--- config.mk ---
export PLATFORM = sky130hd
export DESIGN_NAME = amso_ctrl
export DESIGN_NICKNAME = d
export VERILOG_FILES = /design/src/hw/amso_pkg.sv /design/src/hw/amso_ctrl.sv /design/src/hw/amso_fifo.sv
export SDC_FILE = /design/constraint.sdc
export NUM_CORES = 1
export LEC_CHECK = 0
export BUFFER_PORTS_ARGS = -buffer_cell sky130_fd_sc_hd__buf_4
export CAP_MARGIN = 20
export CORE_MARGIN = 2
export CORE_UTILIZATION = 31
export CTS_CLUSTER_DIAMETER = 120
export DETAILED_ROUTE_END_ITERATION = 8
export PLACE_DENSITY = 0.44
export SLEW_MARGIN = 20
export SYNTH_ARGS = -nofsm -noshare
export SYNTH_HDL_FRONTEND = slang
export SYNTH_HIERARCHICAL = 1
export SYNTH_SLANG_ARGS = --single-unit
--- constraint.sdc ---
create_clock -name sys_clk -period 5 [get_ports sys_clk]
set_input_delay 0.75 -clock sys_clk [delete_from_list [all_inputs] [get_ports sys_clk]]
set_output_delay 0.75 -clock sys_clk [all_outputs]
set_load 0.005 [all_outputs]
--- src/hw/amso_pkg.sv ---
// Package of constants and types for the acquisition module sync and overflow control
package amso_pkg;
	localparam int CLK_MHZ = 25;
	localparam int N_CHAN = 4;
	localparam int SAMPLE_W = 16;
	localparam int PKT_W = 24;
	// Sync pulse width in microseconds, and its cycle count at the system clock
	localparam int SYNC_PULSE_US = 4;
	localparam int SYNC_PULSE_CYC = SYNC_PULSE_US * CLK_MHZ;
	// Converter self-calibration length in sample periods
	localparam int CAL_SAMPLES = 8192;
	// Pre-trigger sample count; no logic uses it, a synchronised stream starts at the trigger instant
	localparam int PRE_TRIG_SAMPLES = 37;
	localparam logic [2:0] RANGE_OVF = 3'h7;
	localparam logic [2:0] CNT_RESET = 3'h0;
	localparam int FIFO_DEPTH = 32;
	localparam int CAL_W = 14;
	// Factory calibration pair held for every channel and range
	localparam logic [CAL_W-1:0] CAL_GAIN_INIT = 14'h2000;
	localparam logic [CAL_W-1:0] CAL_OFFSET_INIT = 14'h0000;
	localparam int PULSE_W = 8;

	typedef enum logic [2:0] {
		AMSO_START_ASYNC = 3'h0,
		AMSO_ALIGN_SLAVE = 3'h1,
		AMSO_ALIGN_MASTER = 3'h2,
		AMSO_START_SLAVE = 3'h3,
		AMSO_START_MASTER = 3'h4
	} amso_proc_e;

	typedef enum logic [2:0] {
		AMSO_ST_STOP = 3'b000,
		AMSO_ST_CONV_RST = 3'b001,
		AMSO_ST_CAL = 3'b011,
		AMSO_ST_WAIT = 3'b010,
		AMSO_ST_RUN = 3'b110
	} amso_state_e;

	// Assemble one outbound packet from its fields
	function automatic logic [PKT_W-1:0] amso_pack(input logic [2:0] cnt, input logic [2:0] rng,
			input logic [1:0] ch, input logic [SAMPLE_W-1:0] smp);
		amso_pack = {cnt, rng, ch, smp};
	endfunction : amso_pack
endpackage : amso_pkg

--- src/hw/amso_ctrl.sv ---
// Sync, overflow flagging and command control of the four-channel acquisition module
// Summary of operation
// - Separate overflow flag per channel, readable
// - Flags enter packets with no delay
// - Sub-period overflow still reaches one packet
// - Flag repeats while overflow persists, then clears
// - Flag follows converter limit, not subrange
// - Phase alignment and output start are separate
// - First output sample is the first one after the sync instant
// - Five start procedures supported
// - Master emits sync pulse for all modules
// - Sync input acts on edges only
// - Master idles low; slave output floats
// - Sync pulse lasts several microseconds
// - Stop, reset, load handled purely by hardware
// - First instruction command starts operating cycle
// - Calibration factors per channel and range, read-only
// - Reset command holds converters, stop releases
// - Output waits for 8192-sample self-calibration; output already running stays on through an align procedure
// - Rolling counter cleared by reset, counts packets
// - Range field shows 7 during overflow
`timescale 1ns/10ps
module amso_ctrl
	import amso_pkg::*;
(
	// Clock, reset, enable
	input wire logic sys_clk,
	input wire logic sys_rst,
	input wire logic clk_en,
	// Crate commands, one-cycle pulses from the interface decoder
	input wire logic cmd_stop,
	input wire logic cmd_reset,
	input wire logic program_load_command,
	input wire logic instruction_command,
	input wire logic inbound_data,
	// Procedure request from the microcontroller
	input wire logic proc_go,
	input wire logic [2:0] proc_sel,
	// Converter side
	input wire logic sample_strobe,
	input wire logic [N_CHAN*SAMPLE_W-1:0] sample_data,
	input wire logic [N_CHAN-1:0] ovf_comp,
	input wire logic [N_CHAN*3-1:0] chan_range,
	input wire logic [N_CHAN-1:0] chan_enable,
	output logic conv_reset,
	// Calibration store read port
	input wire logic [4:0] cal_addr,
	output logic [2*CAL_W-1:0] cal_rdata,
	// Sync pins
	input wire logic sync_input,
	output logic sync_output_o,
	output logic sync_output_oe_n,
	// Status
	output logic [N_CHAN-1:0] ovf_status,
	output logic mcu_active,
	output logic prog_load_req,
	output logic inbound_refused,
	output logic out_running,
	// Outbound packet stream
	output logic pkt_valid,
	input wire logic pkt_ready,
	output logic [PKT_W-1:0] pkt_data
);
	amso_state_e state;
	logic [2:0] sync_ff;
	logic sync_seen;
	logic sync_edge;
	logic [N_CHAN-1:0] ovf_hold;
	logic [N_CHAN-1:0] ovf_live;
	logic [N_CHAN-1:0] ovf_snap;
	logic go_master;
	logic [2:0] rolling_sample_counter;
	logic [13:0] cal_cnt;
	logic [PULSE_W-1:0] pulse_cnt;
	logic master;
	logic aligning;
	logic wait_start;
	logic [1:0] chan_idx;
	logic [N_CHAN*SAMPLE_W-1:0] smp_buf;
	logic [N_CHAN-1:0] smp_pend;
	logic f_valid;
	logic f_ready;
	logic [PKT_W-1:0] f_data;
	logic fo_valid;
	logic [PKT_W-1:0] fo_data;
	logic [2*CAL_W-1:0] cal_rom [32];
	logic [2*CAL_W-1:0] next_cal_rdata;

	// Three stages; the change is taken when stages two and three agree on a new value
	always_ff @(posedge sys_clk or posedge sys_rst) begin
		if (sys_rst) begin
			sync_ff <= 3'h0;
			sync_seen <= 1'b0;
		end else if (clk_en) begin
			sync_ff <= {sync_ff[1:0], sync_input};
			if (sync_ff[2] == sync_ff[1]) begin
				sync_seen <= sync_ff[2];
			end
		end
	end
	assign sync_edge = (sync_ff[2] == sync_ff[1]) && sync_ff[2] && !sync_seen;

	// Pulse only for an accepted master procedure; commands take priority over it
	assign go_master = proc_go && mcu_active && !cmd_reset && !cmd_stop &&
		(proc_sel == AMSO_ALIGN_MASTER || proc_sel == AMSO_START_MASTER);

	// Master pulse: pulse width counter; output floats in slave role
	always_ff @(posedge sys_clk or posedge sys_rst) begin
		if (sys_rst) begin
			pulse_cnt <= '0;
			sync_output_o <= 1'b0;
			sync_output_oe_n <= 1'b1;
		end else if (clk_en) begin
			// Drive from the pulse's first cycle, before the role register has settled
			sync_output_oe_n <= !master && !go_master;
			if (go_master) begin
				pulse_cnt <= PULSE_W'(SYNC_PULSE_CYC);
				sync_output_o <= 1'b1;
			end else if (pulse_cnt != '0) begin
				pulse_cnt <= PULSE_W'(pulse_cnt - 1'b1);
				sync_output_o <= (pulse_cnt != PULSE_W'(1));
			end else begin
				sync_output_o <= 1'b0;
			end
		end
	end

	// Command and start-procedure sequencing
	always_ff @(posedge sys_clk or posedge sys_rst) begin
		if (sys_rst) begin
			state <= AMSO_ST_STOP;
			conv_reset <= 1'b0;
			mcu_active <= 1'b0;
			master <= 1'b0;
			aligning <= 1'b0;
			wait_start <= 1'b0;
			cal_cnt <= '0;
			prog_load_req <= 1'b0;
			inbound_refused <= 1'b0;
			out_running <= 1'b0;
		end else if (clk_en) begin
			prog_load_req <= program_load_command;
			inbound_refused <= inbound_data;
			if (instruction_command) begin
				mcu_active <= 1'b1;
			end
			if (cmd_reset) begin
				state <= AMSO_ST_CONV_RST;
				conv_reset <= 1'b1;
				mcu_active <= 1'b0;
				out_running <= 1'b0;
				wait_start <= 1'b0;
				aligning <= 1'b0;
			end else if (cmd_stop) begin
				out_running <= 1'b0;
				wait_start <= 1'b0;
				if (state == AMSO_ST_CONV_RST) begin
					conv_reset <= 1'b0;
					state <= AMSO_ST_CAL;
					cal_cnt <= '0;
				end
			end else if (proc_go && mcu_active) begin
				case (proc_sel)
					AMSO_START_ASYNC: begin
						if (state == AMSO_ST_WAIT) begin
							out_running <= 1'b1;
						end
					end
					AMSO_ALIGN_SLAVE, AMSO_ALIGN_MASTER: begin
						master <= (proc_sel == AMSO_ALIGN_MASTER);
						aligning <= 1'b1;
						conv_reset <= 1'b1;
						state <= AMSO_ST_CONV_RST;
					end
					AMSO_START_SLAVE, AMSO_START_MASTER: begin
						master <= (proc_sel == AMSO_START_MASTER);
						wait_start <= 1'b1;
					end
					default: begin
					end
				endcase
			end else begin
				case (state)
					AMSO_ST_CONV_RST: begin
						if (aligning && sync_edge) begin
							conv_reset <= 1'b0;
							aligning <= 1'b0;
							cal_cnt <= '0;
							state <= AMSO_ST_CAL;
						end
					end
					AMSO_ST_CAL: begin
						if (sample_strobe) begin
							cal_cnt <= 14'(cal_cnt + 1'b1);
							if (cal_cnt == 14'(CAL_SAMPLES - 1)) begin
								state <= AMSO_ST_WAIT;
							end
						end
					end
					AMSO_ST_WAIT: begin
						if (wait_start && sync_edge) begin
							out_running <= 1'b1;
							wait_start <= 1'b0;
						end
					end
					default: begin
					end
				endcase
			end
		end
	end

	// Overflow flags: caught sticky between samples so short pulses survive
	always_ff @(posedge sys_clk or posedge sys_rst) begin
		if (sys_rst) begin
			ovf_hold <= '0;
			ovf_snap <= '0;
			ovf_status <= '0;
		end else if (clk_en) begin
			ovf_status <= ovf_live;
			if (sample_strobe) begin
				// All that the closing period saw travels with this sample's packets,
				// so a pulse between two channel packets is not lost at the strobe
				ovf_snap <= ovf_live;
				ovf_hold <= ovf_comp;
			end else begin
				ovf_hold <= ovf_hold | ovf_comp;
			end
		end
	end
	// Comparator level is current, never delayed to match the sample pipeline
	assign ovf_live = ovf_hold | ovf_comp;

	// Packetiser: one packet per enabled channel per sample
	always_ff @(posedge sys_clk or posedge sys_rst) begin
		if (sys_rst) begin
			smp_buf <= '0;
			smp_pend <= '0;
			chan_idx <= 2'h0;
			rolling_sample_counter <= CNT_RESET;
		end else if (clk_en) begin
			if (cmd_reset) begin
				rolling_sample_counter <= CNT_RESET;
				smp_pend <= '0;
			end else if (sample_strobe && out_running) begin
				smp_buf <= sample_data;
				smp_pend <= chan_enable;
				chan_idx <= 2'h0;
			end else if (smp_pend != '0) begin
				if (!smp_pend[chan_idx]) begin
					chan_idx <= 2'(chan_idx + 1'b1);
				end else if (f_ready) begin
					smp_pend[chan_idx] <= 1'b0;
					chan_idx <= 2'(chan_idx + 1'b1);
					rolling_sample_counter <= 3'(rolling_sample_counter + 1'b1);
				end
			end
		end
	end
	// A new strobe replaces packets still pending: the period must be at least channels plus one
	assign f_valid = smp_pend[chan_idx] && !cmd_reset && !(sample_strobe && out_running);
	assign f_data = amso_pack(rolling_sample_counter,
		ovf_snap[chan_idx] ? RANGE_OVF : chan_range[chan_idx*3 +: 3],
		chan_idx, smp_buf[chan_idx*SAMPLE_W +: SAMPLE_W]);

	amso_fifo #(.WIDTH(PKT_W), .DEPTH(FIFO_DEPTH)) u_fifo (
		.sys_clk(sys_clk),
		.sys_rst(sys_rst),
		.clk_en(clk_en),
		.in_valid(f_valid),
		.in_ready(f_ready),
		.in_data(f_data),
		.out_valid(fo_valid),
		.out_ready(pkt_ready && (!pkt_valid || pkt_ready)),
		.out_data(fo_data)
	);

	// Output register stage so the stream ports come from flip-flops
	always_ff @(posedge sys_clk or posedge sys_rst) begin
		if (sys_rst) begin
			pkt_valid <= 1'b0;
			pkt_data <= '0;
		end else if (clk_en) begin
			if (!pkt_valid || pkt_ready) begin
				pkt_valid <= fo_valid && pkt_ready;
				pkt_data <= fo_data;
			end
		end
	end

	// Factory calibration pairs, fixed in the build; no write path exists
	always_comb begin
		for (int i = 0; i < 32; i++) begin
			cal_rom[i] = {CAL_GAIN_INIT, CAL_OFFSET_INIT};
		end
		next_cal_rdata = cal_rom[cal_addr];
	end
	always_ff @(posedge sys_clk or posedge sys_rst) begin
		if (sys_rst) begin
			cal_rdata <= '0;
		end else if (clk_en) begin
			cal_rdata <= next_cal_rdata;
		end
	end
endmodule : amso_ctrl

--- src/hw/amso_fifo.sv ---
// Flip-flop FIFO with valid/ready on both sides
`timescale 1ns/10ps
module amso_fifo #(
	parameter int WIDTH = 24,
	parameter int DEPTH = 32
) (
	// Clock and reset
	input wire logic sys_clk,
	input wire logic sys_rst,
	input wire logic clk_en,
	// Fill side
	input wire logic in_valid,
	output logic in_ready,
	input wire logic [WIDTH-1:0] in_data,
	// Drain side
	output logic out_valid,
	input wire logic out_ready,
	output logic [WIDTH-1:0] out_data
);
	localparam int AW = $clog2(DEPTH);
	logic [WIDTH-1:0] mem [DEPTH];
	logic [AW-1:0] wr_ptr;
	logic [AW-1:0] rd_ptr;
	logic [AW:0] count;
	logic push;
	logic pop;

	assign in_ready = (count != (AW+1)'(DEPTH));
	assign out_valid = (count != '0);
	assign out_data = mem[rd_ptr];
	assign push = in_valid && in_ready && clk_en;
	assign pop = out_valid && out_ready && clk_en;

	always_ff @(posedge sys_clk) begin
		if (push) begin
			mem[wr_ptr] <= in_data;
		end
	end

	always_ff @(posedge sys_clk or posedge sys_rst) begin
		if (sys_rst) begin
			wr_ptr <= '0;
			rd_ptr <= '0;
			count <= '0;
		end else begin
			if (push) begin
				wr_ptr <= AW'(wr_ptr + 1'b1);
			end
			if (pop) begin
				rd_ptr <= AW'(rd_ptr + 1'b1);
			end
			if (push && !pop) begin
				count <= (AW+1)'(count + 1'b1);
			end else if (pop && !push) begin
				count <= (AW+1)'(count - 1'b1);
			end
		end
	end
endmodule : amso_fifo

== Word level (Yosys, flattened, before mapping) ==
Memory sizes are Yosys's and may differ from the RTL's. A register that Yosys moved wholly into a read port is not among the register bits.
Cells that the tools add are included.

* Muxes and demuxes: 70
* Shift operators: 2
* Bitwise gates (word level): 6
* $mul: 1
* Reduce and logical (&&, ||, !) cells: 72
* Equal/unequal tests: 27
* Magnitude comparators: 2
* Add/subtract/negate cells: 8

{| class="wikitable"
|+ Operators with widths
! operator !! number
|-
| 14-bit 2-to-1 mux || 5
|-
| 64-bit by 7-bit variable part select with 16-bit output || 1
|-
| 3-bit 2-to-1 mux || 14
|-
| 1-bit 2-to-1 mux || 31
|-
| 14-bit one-hot mux with 2 select lines || 1
|-
| 5-bit AND reduction || 5
|-
| 4-bit 2-to-1 mux || 6
|-
| 1-bit logical AND || 21
|-
| 4-bit nonzero test || 5
|-
| 2-bit nonzero test || 9
|-
| 8-bit 2-to-1 mux || 2
|-
| 3-bit nonzero test || 5
|-
| 14-bit by 1-bit adder with 14-bit output (second input constant) || 1
|-
| 14-bit by 13-bit equality test with 1-bit output (second input constant) || 1
|-
| 7-bit AND reduction || 2
|-
| 3-bit by 2-bit equality test with 1-bit output (second input constant) || 4
|-
| 6-bit 2-to-1 mux || 2
|-
| 4-bit by 3-bit inequality test with 1-bit output (second input constant) || 3
|-
| 4-bit AND reduction || 3
|-
| 12-bit by 5-bit variable part select with 3-bit output || 1
|-
| 5-bit by 1-bit adder with 5-bit output (second input constant) || 2
|-
| 5-bit inequality test (second input constant) || 2
|-
| 2-bit AND reduction || 5
|-
| 1-bit zero test || 9
|-
| 36 further kinds || 48
|}

* Register bits: 141
* Output and inout bits: 64
* Bits in read-only memories: 896
* Memories: 2
* Memory bits (writable): 768

{| class="wikitable"
|+ Memories
! name !! depth !! bits a word !! rd ports !! clocked after memory_dff !! write ports !! RTL line !! RTL
|-
| (name not given) || 32 || 28 || 1 || 1 || 0 || amso_ctrl.sv:296 || <nowiki>next_cal_rdata = cal_rom[cal_addr];</nowiki>
|-
| u_fifo.mem || 32 || 24 || 1 || 1 || 1 || amso_fifo.sv:21 || <nowiki>logic [WIDTH-1:0] mem [DEPTH];</nowiki>
|}

== Longest topological paths before layout ==
Gate-level depths: netlist (run 1).

* Word-level depth: 11
* Depth in mapped cells: 12

== Hierarchy ==
Netlist (run 1), hierarchy kept.

{| class="wikitable"
|+ By module, submodules not included
! module !! area each (sq um) !! cells each !! seq. area each (sq um) !! times used
|-
| amso_fifo || 30212.7 || 1400 || 23462.5 || 1
|-
| amso_ctrl || 7285.7 || 712 || 3729.8 || 1
|}

== Worst setup path after synthesis (run 1) ==
Ideal clock, no wire load.

* Kind: flip-flop to flip-flop
* Start point: register chan_idx[0]
* End point: register u_fifo.count[5]
* Clock period less this slack: 3426 ps
* Required time: 4875 ps
* Cell stages (with the launch flop): 13
* Path slack: 1574 ps
* Arrival: 3301 ps
* Setup time: 125 ps
* Cell sequence: dfrtp_1 > buf_6 > mux4_2 > nor3b_1 > o311a_1 > buf_2 > ha_1 > inv_1 > ha_1 > a211oi_1 > a21oi_1 > o21a_1 > a2111oi_0

* Word-level cells in the longest chain between the ends: 9
* Elaborated cells on any way between the ends: 11

{| class="wikitable"
|+ RTL lines
! element !! RTL line !! RTL
|-
| from (decl) || amso_ctrl.sv:78 || <nowiki>logic [1:0] chan_idx;</nowiki>
|-
| from (signal assigned) || amso_ctrl.sv:251 || <nowiki>chan_idx <= 2'(chan_idx + 1'b1);</nowiki>
|-
| from (signal assigned) || amso_ctrl.sv:254 || <nowiki>chan_idx <= 2'(chan_idx + 1'b1);</nowiki>
|-
| 1-bit binary-select mux with 2-bit select * || amso_ctrl.sv:261 || <nowiki>assign f_valid = smp_pend[chan_idx] && !cmd_reset && !(sample_strobe && out_running);</nowiki>
|-
| 1-bit 2-to-1 mux (implied by the code) * || amso_ctrl.sv:261 ||
|-
| 1-bit logical AND * (2 in series) || amso_ctrl.sv:261 ||
|-
| named net f_valid || amso_ctrl.sv:81 || <nowiki>logic f_valid;</nowiki>
|-
| 1-bit logical AND * (2 in series) || amso_fifo.sv:31 || <nowiki>assign push = in_valid && in_ready && clk_en;</nowiki>
|-
| named net u_fifo.push || amso_fifo.sv:25 || <nowiki>logic push;</nowiki>
|-
| 1-bit zero test || amso_fifo.sv:54 || <nowiki>end else if (pop && !push) begin</nowiki>
|-
| 1-bit logical AND || amso_fifo.sv:54 ||
|-
| 2-bit nonzero test (no line) || -- ||
|-
| to (signal assigned) || amso_fifo.sv:53 || <nowiki>count <= (AW+1)'(count + 1'b1);</nowiki>
|-
| to (signal assigned) || amso_fifo.sv:55 || <nowiki>count <= (AW+1)'(count - 1'b1);</nowiki>
|-
| to (decl) || amso_fifo.sv:24 || <nowiki>logic [AW:0] count;</nowiki>
|}

Mark *: on every way through the listed nets, which the timed path passes. The rest lies on a longest branch. The select of a mux whose other input is x is not followed.
A chain may end at the register's enable or synchronous reset.

==> out/qor.txt, run 1 <==
======================================================================================
Level count of the clock H-tree                                                      3
Internal                                                                     0.01713 W
Critical Path Source Type                                                         flop
Reg clk slew, reported paths                                                     60 ps
Total die area                                                             123,800 um2
Core utilization of the finished layout                                         36.75%
Synthesized instance count                                                       2,112
Synth warn                                                                           6
Number of flops mapped to enable cells by yosys                                    768
Number of setup violations in the final report                                       0
Top-level I/O count                                                                168
Number of antenna violations at the first check in global routing                    3
Routed WL per cell                                                            24.06 um
Type of the tightest min-delay check                                          in2async
Total congestion overflow after global routing                                       0
Std cell rows                                                                      127
CTS tree                                                                           yes
Ys async rst share                                                              17.68%
RSZ-0062 raised after global routing                                                no
Area of the mapped netlist                                                  37,500 um2
M1 WL                                                                        43,940 um
GRT Util Overall                                                                15.78%
Critical path data required time                                               5540 ps
Number of iterations in the first detailed-routing pass                              5
Via count of the first global-routing pass                                      21,208
Register-to-Register Path Depth                                                      5
Max-cap violations                                                                   0
Clk sink count                                                                     933
Pwr dens                                                                  566.6 nW/um2
Endpoint kind of the worst setup timing path                                      flop
Combinational power share                                                        27.0%
Wirelength, routed                                                           96,640 um
Root cell of the clock tree                                                  clkbuf_16
Post-route clock skew                                                         20.68 ps
Reg power frac                                                                   42.2%
Area Overhead vs Synth                                                          17.56%
Number of remaining DRC errors                                                       0
Top flip-flop cell by instance count after synthesis                          edfxtp_1
Share of synthesized area occupied by flip-flops and latches                    72.52%
Net switching power                                                         0.007849 W
Global-route wire length before repair                                      142,200 um
Number of distinct standard cells referenced by the synthesized netlist             81
Detailed placer's ending HPWL                                                56,930 um
Y dimension of the die                                                        351.8 um
Clk network pwr share                                                            30.7%
Port buffer count                                                                  135
Resized Gates After CTS                                                              0
Detailed route wirelength on metal2                                          47,610 um
Maximum number of pins on one net before global-route repair                       104
Highest achievable clock rate                                                285.3 MHz
Max Transition Viols Final                                                           0
Maximum VDD drop                                                           0.0002377 V
Flop2flop setup slack                                                          1500 ps
Final sum of negative setup slack                                                 0 ps
DR vias                                                                         19,910
Vias per inst                                                                    4.958
Worst R2R End                                                             pkt_data[14]
Count of buffers added by post-CTS timing repair for setup                           0
Initial detailed-routing violation count                                         1,263
Minimum hold slack                                                            261.4 ps
Fraction of final layout cells sized beyond drive strength 1                    26.43%
Worst-skew pair later-pin latency                                               670 ps
Global placement routability congestion                                         0.7378
Total clock buffers created by CTS                                                 106
Final cycle utilization of the critical path                                    70.10%
Switching share of power                                                        31.42%
Number of nets in the layout                                                     2,438
Detailed-routed wire length on met3                                            3486 um
Lkg Pwr                                                                       15.37 nW
Post-route cell area                                                        44,080 um2
Remaining antenna violation count after routing                                      0
Highest metal layer with signal wires                                             met4
Critical path type                                                             reg2reg
Width of the die                                                              351.8 um
Maximum clock insertion buffer count                                                 3
Synthesis-stage register bit count                                                 933
Worst-path maximum fanout                                                           29
Worst Path Arrival                                                             4040 ps
Area post-placement                                                         40,630 um2
Status                                                                    finished clean
Pin slew with the least headroom to its limit                                  1083 ps
Final period demand of the worst path                                          3505 ps
Std-Cell Core Area                                                         120,000 um2
Initial core utilization                                                        31.26%
Syn avg cell area                                                            17.75 um2
Number of hold violations in the final report                                        0
CTS Hold Buffers Added                                                               0
Relative slew margins                                                           27.81%
Startpoint of the worst register-to-register path                         u_fifo/rd_ptr[0]
======================================================================================
-- worst max path at each step --
stage | startpoint | endpoint | slack (ps)
6_report | u_fifo/rd_ptr[0] | pkt_data[14] | 1500
5_1_grt | chan_idx[0] | u_fifo/count[5] | 1290
4_1_cts | u_fifo/rd_ptr[0] | pkt_data[12] | 1420
3_5_place_dp | sample_strobe | u_fifo/count[5] | 1170
3_3_place_gp | sample_strobe | u_fifo/count[5] | 1180
2_1_floorplan | sys_rst | aligning | 240
-- power by group through the flow --
| stage | clock, W | combinational, W | sequential, W |
|---|---|---|---|
| 6_report | 0.00767 | 0.00675 | 0.0106 |
| 5_1_grt | 0.00822 | 0.00739 | 0.0106 |
| 4_1_cts | 0.00790 | 0.00702 | 0.0106 |
| 3_5_place_dp | 0 | 0.00702 | 0.0107 |
| 3_3_place_gp | 0 | 0.00684 | 0.0107 |
| 2_1_floorplan | 0 | 0.00450 | 0.0104 |
-- worst max-delay path: stages, from the launching register on --
cell       delay (ps)
dfrtp_4           850
buf_4             610
mux4_1            670
a2111oi_2         710
a21oi_1           200
mux2_2            310
-- cells in the mapped netlist, types with 21 or more instances --
master,count,area share (%)
a21oi_1,71,0.95
a22o_1,30,0.70
a22oi_1,24,0.48
buf_2,34,0.45
buf_4,40,0.80
clkbuf_1,58,0.58
dfrtp_1,164,11
edfxtp_1,768,62
ha_1,21,0.70
inv_1,24,0.24
mux2_2,32,0.96
mux2i_1,102,2.7
mux4_2,157,9.4
nand2_1,233,2.3
nor2_1,61,0.61
o221ai_1,24,0.56
o22ai_1,25,0.42
-- layout make-up --
class | count | area [um2]
Sequential cell | 933 | 27210
Clock inverter | 65 | 645.6
Inverter | 24 | 97.59
Tap cell | 1612 | 2017
Antenna cell | 1 | 2.502
Clock buffer | 134 | 2799
Fill cell | 11210 | 75890
Timing Repair Buffer | 212 | 1644
Multi-Input combinational cell | 1035 | 9672
-- cell families after synthesis --
| family | after synthesis | synth area share [%] |
|---|---|---|
| DFF | 933 | 72.52 |
| adders and majority gates | 22 | 0.7541 |
| other | 1 | 0.01000 |
| and+or+nand+nor | 399 | 4.868 |
| buffers and inverters | 170 | 2.449 |
| AOI/OAI and AO/OA | 274 | 5.402 |
| xor gates and xnor gates | 14 | 0.3270 |
| muxes | 299 | 13.67 |
-- flip-flops by register name (all words and copies together), names as in the netlist, 2 cells and up --
register,count
ovf_snap,4
smp_buf,64
ovf_status,4
chan_idx,2
smp_pend,4
pkt_data,24
u_fifo/wr_ptr,5
u_fifo/rd_ptr,5
cal_cnt,14
state,2
u_fifo/count,6
u_fifo/mem,768
ovf_hold,4
sync_ff,3
pulse_cnt,8
rolling_sample_counter,3
-- through the flow --
step | total power [W] | setup WS, ps | instances
finish | 0.02498 | 1495 | 4016
global placement | 0.01754 | 1177 | 3814
CTS | 0.02550 | 1418 | 4015
detailed placement | 0.01774 | 1169 | 3816
floorplan | 0.01487 | 243.6 | 2138
global route | 0.02624 | 1288 | 4015
-- cells in the final DEF (no fill, tap or decap), drive strengths merged, types with 41 or more instances in the layout --
master,Yosys,final
edfxtp,768,768
nand2,237,237
buf,87,212
mux4,165,165
dfrtp,164,164
clkbuf,59,134
mux2i,102,102
a21oi,71,71
nor2,61,61
clkinv,0,41
-- routing by layer --
| layer | track usage, % | up-vias |
|---|---|---|
| met4 | 3.994 | 0 |
| met3 | 2.289 | 91 |
| li1 | - | 8752 |
| met5 | 0 | - |
| met2 | 26.33 | 355 |
| met1 | 21.64 | 10712 |
No activity file was read; power rests on OpenSTA's default activity.
==> run 2: changes to the inputs <==
- PLACE_DENSITY: 0.44 -> 0.43
- clock period: 5 -> 3.46 ns (I/O delays scaled with it)
==> out/qor.txt, run 2 (synthesis results as in run 1) <==
=====================================================================================
CP max-delay cell                                                           a2111oi_0
Setup Slack @ Placement                                                     -30.88 ps   -1200 ps
Reg clk slew, reported paths                                                    60 ps   about the same
Detailed placer's ending HPWL                                               59,820 um   +5.1%
Number of nets in the layout                                                    2,513   +3.1%
Pin slew with the least headroom to its limit                                 1062 ps   -20.89 ps
Max Transition Viols Final                                                          0   unchanged
Via count of the first global-routing pass                                     21,366   +0.75%
Most frequent cells in the layout                                        edfxtp_1, nand2_1, buf_4
Type of the tightest min-delay check                                           in2reg
Worst-skew pair later-pin latency                                              680 ps   about the same
Total inserted antenna cells                                                        0   -1
Lkg Pwr                                                                      15.76 nW   +2.6%
Number of iterations in the first detailed-routing pass                             5   unchanged
CTS tree                                                                          yes
Global placement routability congestion                                        0.7416   +0.52%
Relative slew margins                                                          29.04%   +1.2 points
Y dimension of the die                                                       351.8 um   unchanged
Area Overhead vs Synth                                                         19.99%
Net switching power                                                         0.01136 W   +45%
Flip-flop count of the largest register, all copies and words added               768   unchanged
Core utilization of the finished layout                                        37.50%   +0.76 points
Number of antenna violations at the first check in global routing                   6   +3
Clk network pwr share                                                           30.0%   -0.7 points
Remaining antenna violation count after routing                                     0   unchanged
Fraction of final layout cells sized beyond drive strength 1                   26.71%   +0.28 points
Highest achievable clock rate                                               305.8 MHz   +7.2%
Final period demand of the worst path                                         3270 ps   -235.0 ps
Critical Path Source Type                                                        flop
Combinational power share                                                       28.2%   +1.2 points
Count of buffers added by post-CTS timing repair for setup                          0   unchanged
Final cycle utilization of the critical path                                   94.51%   +24 points
GRT Util Overall                                                               16.09%   +0.31 points
Maximum clock insertion buffer count                                                3   unchanged
Number of remaining DRC errors                                                      0   unchanged
Endpoint kind of the worst setup timing path                                     flop
Level count of the clock H-tree                                                     3   unchanged
Port buffer count                                                                 135   unchanged
Wirelength, routed                                                          98,500 um   +1.9%
Total die area                                                            123,800 um2   unchanged
Root cell of the clock tree                                                 clkbuf_16
Vias per inst                                                                   4.949   -0.18%
Maximum number of pins on one net before global-route repair                      150   +44%
Internal                                                                    0.02491 W   +45%
Largest stage delay on the critical path                                       780 ps   -70 ps
Clk sink count                                                                    933   unchanged
Std-Cell Core Area                                                        120,000 um2   unchanged
Total congestion overflow after global routing                                      0   unchanged
Routed WL per cell                                                           24.10 um   +0.15%
Worst Path Arrival                                                            3840 ps   -200 ps
Global-route wire length before repair                                     144,900 um   +1.9%
Critical path type                                                            reg2reg
Switching share of power                                                       31.33%   -0.092 points
Initial detailed-routing violation count                                        1,349   +6.8%
RSZ-0062 raised after global routing                                               no
Status                                                                   finished clean
Critical path, cell by cell                                              buf_12 > mux4_2 > a22o_1 > a2111oi_0 > buf_4 > a21oi_1 > mux2_2
Initial core utilization                                                       31.26%   unchanged
Width of the die                                                             351.8 um   unchanged
Number of hold violations in the final report                                       0   unchanged
Final setup margin                                                           190.1 ps   -1305 ps
Std cell rows                                                                     127   unchanged
Critical path data required time                                              4030 ps   -1510 ps
Total design power                                                          0.03627 W   +45%
Number of setup violations in the final report                                      0   unchanged
Most frequent standard cell in the layout excluding fill and tap cells       edfxtp_1
Top-level I/O count                                                               168   unchanged
Worst-path maximum fanout                                                          27   -6.9%
DR vias                                                                        20,226   +1.6%
Total clock buffers created by CTS                                                103   -2.8%
Register ranked first by flip-flop count                                   u_fifo/mem
Max-cap violations                                                                  0   unchanged
Largest regs                                                             u_fifo/mem x768, smp_buf x64, pkt_data x24
Reg power frac                                                                  41.8%   -0.4 points
Maximum VDD drop                                                          0.0004145 V   +74%
Pwr dens                                                                 806.1 nW/um2   +42%
Post-route clock skew                                                        20.15 ps   -0.5333 ps
=====================================================================================
[run 2: cell types whose count changed in the layout (fill, tap and decap cells not counted), sizes merged]
cell and change:
dlygate4sd3 +38, clkinv +1, diode -1, clkinvlp -4, buf +40, inv -3
[run 2: worst paths after layout]
check / startpoint / to / slack (ps) / cells past startpoint
worst max-delay path: u_fifo/rd_ptr[0] / pkt_data[21] / 190 / 7
worst min-delay path: sample_data[37] / smp_buf[37] / 50 / 3
worst max register to register: u_fifo/rd_ptr[0] / pkt_data[21] / 190 / 7
worst min register to register: master / sync_output_oe_n / 460 / 1
max in group asynchronous: sys_rst / pkt_data[16] / 2080 / 4
min in group asynchronous: sys_rst / u_fifo/count[3] / 560 / 3
[run 2: layout make-up]
| type | instances | area (um2) |
|---|---|---|
| Clock buffer | 134 | 2745 |
| Clock inverter | 59 | 604.3 |
| Fill cell | 11124 | 74980 |
| Inverter | 24 | 93.84 |
| Multi-Input combinational cell | 1035 | 9692 |
| Sequential cell | 933 | 27210 |
| Tap cell | 1612 | 2017 |
| Timing Repair Buffer | 290 | 2635 |
[run 2: metal layers]
metal	track usage [%]	routed length, um	share of wire [%]	vias up
li1	-	-	-	8898
met1	21.74	44600	45	10815
met2	26.94	48110	49	404
met3	2.658	4060	4.1	109
met4	4.169	1735	1.8	0
met5	0	0	0	-
[run 2: worst max-delay path, delay by kind of cell (launching register included)]
| family | cells | cell delay (ps) |
|---|---|---|
| mux | 2 | 790 |
| compound gates | 3 | 1120 |
| buf+inv | 2 | 530 |
| flops | 1 | 700 |
[run 2: power groups by stage]
stage | Combinational [W] | Clock [W] | Sequential (W)
2_1_floorplan | 0.00651 | 0 | 0.0150
3_3_place_gp | 0.0103 | 0 | 0.0154
3_5_place_dp | 0.0105 | 0 | 0.0154
4_1_cts | 0.0105 | 0.0112 | 0.0152
5_1_grt | 0.0112 | 0.0117 | 0.0153
6_report | 0.0102 | 0.0109 | 0.0151
[run 2: what timing repair did]
| action | CTS | global route |
|---|---|---|
| hold buffers | 38 | 0 |
| gates resized for setup | 1 | 1 |
| endpoints found under the hold margin | 53 | 0 |
| setup endpoints to repair | 1 | 1 |
[run 2: stage by stage]
step | hold WS (ps) | setup TNS [ps] | cell area, um2 | instances
finish | 51.29 | 0 | 44990 | 4087
global route | 19.46 | 0 | 44990 | 4087
CTS | 0.1881 | 0 | 44990 | 4087
detailed placement | 458.5 | -30.88 | 41260 | 3856
global placement | 455.8 | -72.42 | 41260 | 3856
floorplan | 408.6 | 0 | 37600 | 2138
==> run 3: changes to the inputs <==
- RECOVER_POWER: not set -> 25
==> out/qor.txt, run 3 (synthesis results as in run 1) <==
=====================================================================================
Maximum number of pins on one net before global-route repair                      150   unchanged
Y dimension of the die                                                       351.8 um   unchanged
Highest metal layer with signal wires                                            met4
Number of remaining DRC errors                                                      0   unchanged
Std-Cell Core Area                                                        120,000 um2   unchanged
Root cell of the clock tree                                                 clkbuf_16
Global placement routability congestion                                        0.7416   unchanged
Fraction of final layout cells sized beyond drive strength 1                   25.86%   -0.85 points
Number of nets in the layout                                                    2,513   unchanged
Register Area                                                              27,210 um2   unchanged
Remaining antenna violation count after routing                                     0   unchanged
Worst-path maximum fanout                                                          27   unchanged
Most frequent standard cell in the layout excluding fill and tap cells       edfxtp_1
Critical path type                                                            reg2reg
Via count of the first global-routing pass                                     21,366   unchanged
Final cycle utilization of the critical path                                   95.24%   +0.73 points
DR vias                                                                        20,183   -0.21%
Max-cap violations                                                                  3   +3
Initial core utilization                                                       31.26%   unchanged
Maximum clock insertion buffer count                                                3   unchanged
M1 WL                                                                       44,410 um   -0.41%
Flip-flop count of the largest register, all copies and words added               768   unchanged
Critical path data required time                                              4030 ps   about the same
Wirelength, routed                                                          98,460 um   about the same
Violations in the final reports                                          max-capacitance violations, max-slew violations
Highest achievable clock rate                                               303.5 MHz   -0.77%
Area Overhead vs Synth                                                         19.70%
Pin slew with the least headroom to its limit                                 2320 ps   +1258 ps
Post-route clock skew                                                        17.18 ps   -2.967 ps
Final sum of negative setup slack                                                0 ps   unchanged
CTS tree                                                                          yes
RSZ-0062 raised after global routing                                               no
Port buffer count                                                                 135   unchanged
Detailed-routed wire length on met3                                           4101 um   +1.0%
Critical path, cell by cell                                              buf_12 > mux4_2 > a22o_1 > a2111oi_0 > buf_4 > a21oi_1 > mux2_2
Std cell rows                                                                     127   unchanged
Level count of the clock H-tree                                                     3   unchanged
Clk sink count                                                                    933   unchanged
Critical Path Source Type                                                        flop
Minimum hold slack                                                           52.09 ps   +0.8027 ps
Number of iterations in the first detailed-routing pass                             5   unchanged
Area taken by multi-input logic gates                                        9677 um2   -0.15%
Pwr dens                                                                 806.3 nW/um2   about the same
Total congestion overflow after global routing                                      0   unchanged
Number of hold violations in the final report                                       0   unchanged
Lkg Pwr                                                                      15.68 nW   -0.52%
Maximum VDD drop                                                          0.0004153 V   +0.19%
Status                                                                   complete, but fails checks
Largest stage delay on the critical path                                       800 ps   +20 ps
Type of the tightest min-delay check                                           in2reg
Endpoint kind of the worst setup timing path                                     flop
Reg clk slew, reported paths                                                    60 ps   about the same
GRT Util Overall                                                               16.09%   unchanged
Worst Path Arrival                                                            3860 ps   +20 ps
Area post-placement                                                        41,260 um2   unchanged
Most frequent cells in the layout                                        edfxtp_1, nand2_1, buf_4
Vias per inst                                                                   4.938   -0.21%
Top-level I/O count                                                               168   unchanged
Initial detailed-routing violation count                                        1,317   -2.4%
Detailed route wirelength on metal2                                         48,250 um   +0.29%
Final period demand of the worst path                                         3295 ps   +25.33 ps
Max Transition Viols Final                                                        208   +208
Total inserted antenna cells                                                        0   unchanged
Relative slew margins                                                         -54.69%   -84 points
Global-route wire length before repair                                     144,900 um   unchanged
Number of setup violations in the final report                                      0   unchanged
Width of the die                                                             351.8 um   unchanged
Placed insts                                                                    3,856   unchanged
Register ranked first by flip-flop count                                   u_fifo/mem
Routed WL per cell                                                           24.09 um   about the same
Detailed placer's ending HPWL                                               59,820 um   unchanged
Total clock buffers created by CTS                                                103   unchanged
Number of standard cells in the layout, taps in and fillers out                 4,087   unchanged
Largest regs                                                             u_fifo/mem x768, smp_buf x64, pkt_data x24
Total die area                                                            123,800 um2   unchanged
Number of antenna violations at the first check in global routing                   6   unchanged
CP max-delay cell                                                           a2111oi_0
Number of inserted filler cells in the final layout                            11,151   +0.24%
Flop2flop setup slack                                                          160 ps   -30 ps
Count of buffers added by post-CTS timing repair for setup                          0   unchanged
Post-route cell area                                                       44,890 um2   -0.24%
Worst-skew pair later-pin latency                                              680 ps   about the same
=====================================================================================
-- run 3: area by class of cell --
| type | instances | share of cell area [%] |
|---|---|---|
| clock inverters | 59 | 1.346 |
| inverters | 24 | 0.2091 |
| well taps | 1612 | 4.494 |
| multi-input cells | 1035 | 21.56 |
| repair buffers | 290 | 5.661 |
| flip-flops and latches | 933 | 60.61 |
| clock buffers | 134 | 6.116 |
-- run 3: where the power goes --
part,total (W),internal (W),switching [W]
Clock,0.0109,0.00642,0.00446
Sequential,0.0151,0.0144,0.000730
Combinational,0.0102,0.00402,0.00615
Total,0.0362,0.0249,0.0113
-- run 3: routing by layer --
| metal | track usage (%) | up-vias |
|---|---|---|
| li1 | - | 8892 |
| met1 | 21.74 | 10775 |
| met2 | 26.94 | 410 |
| met3 | 2.658 | 106 |
| met4 | 4.169 | 0 |
| met5 | 0 | - |
-- run 3: through the flow --
step | setup slack (ps) | total power, W | util [%]
final | 164.8 | 0.03619 | 37.41
after global routing | 13.36 | 0.03805 | 37.41
after CTS | 116.5 | 0.03691 | 37.50
after detailed placement | -30.88 | 0.02587 | 34.39
after global placement | -72.42 | 0.02565 | 34.39
after floorplan | 34.09 | 0.02148 | -
-- run 3: worst paths after layout --
path | start | to | cells after the start
setup / recovery | u_fifo/rd_ptr[0] | pkt_data[21] | 7
setup reg to reg | u_fifo/rd_ptr[0] | pkt_data[21] | 7
min in group asynchronous | sys_rst | u_fifo/count[3] | 3
hold / removal | sample_data[39] | smp_buf[39] | 3
max in group asynchronous | sys_rst | chan_idx[1] | 4
hold reg to reg | master | sync_output_oe_n | 1
-- run 3: timing repair --
action / 4_1_cts / 5_1_grt
hold buffers: 38 / 0
resized for setup: 1 / 1
pin swaps: 0 / 0
endpoints found under the hold margin: 53 / 0
endpoints found under the setup margin: 1 / 1
-- run 3: worst max-delay path: cells and delay by family, from the launching register on --
family          cells  cell delay, ps
flops               1             700
compound gates      3            1140
buf+inv             2             530
mux                 2             790
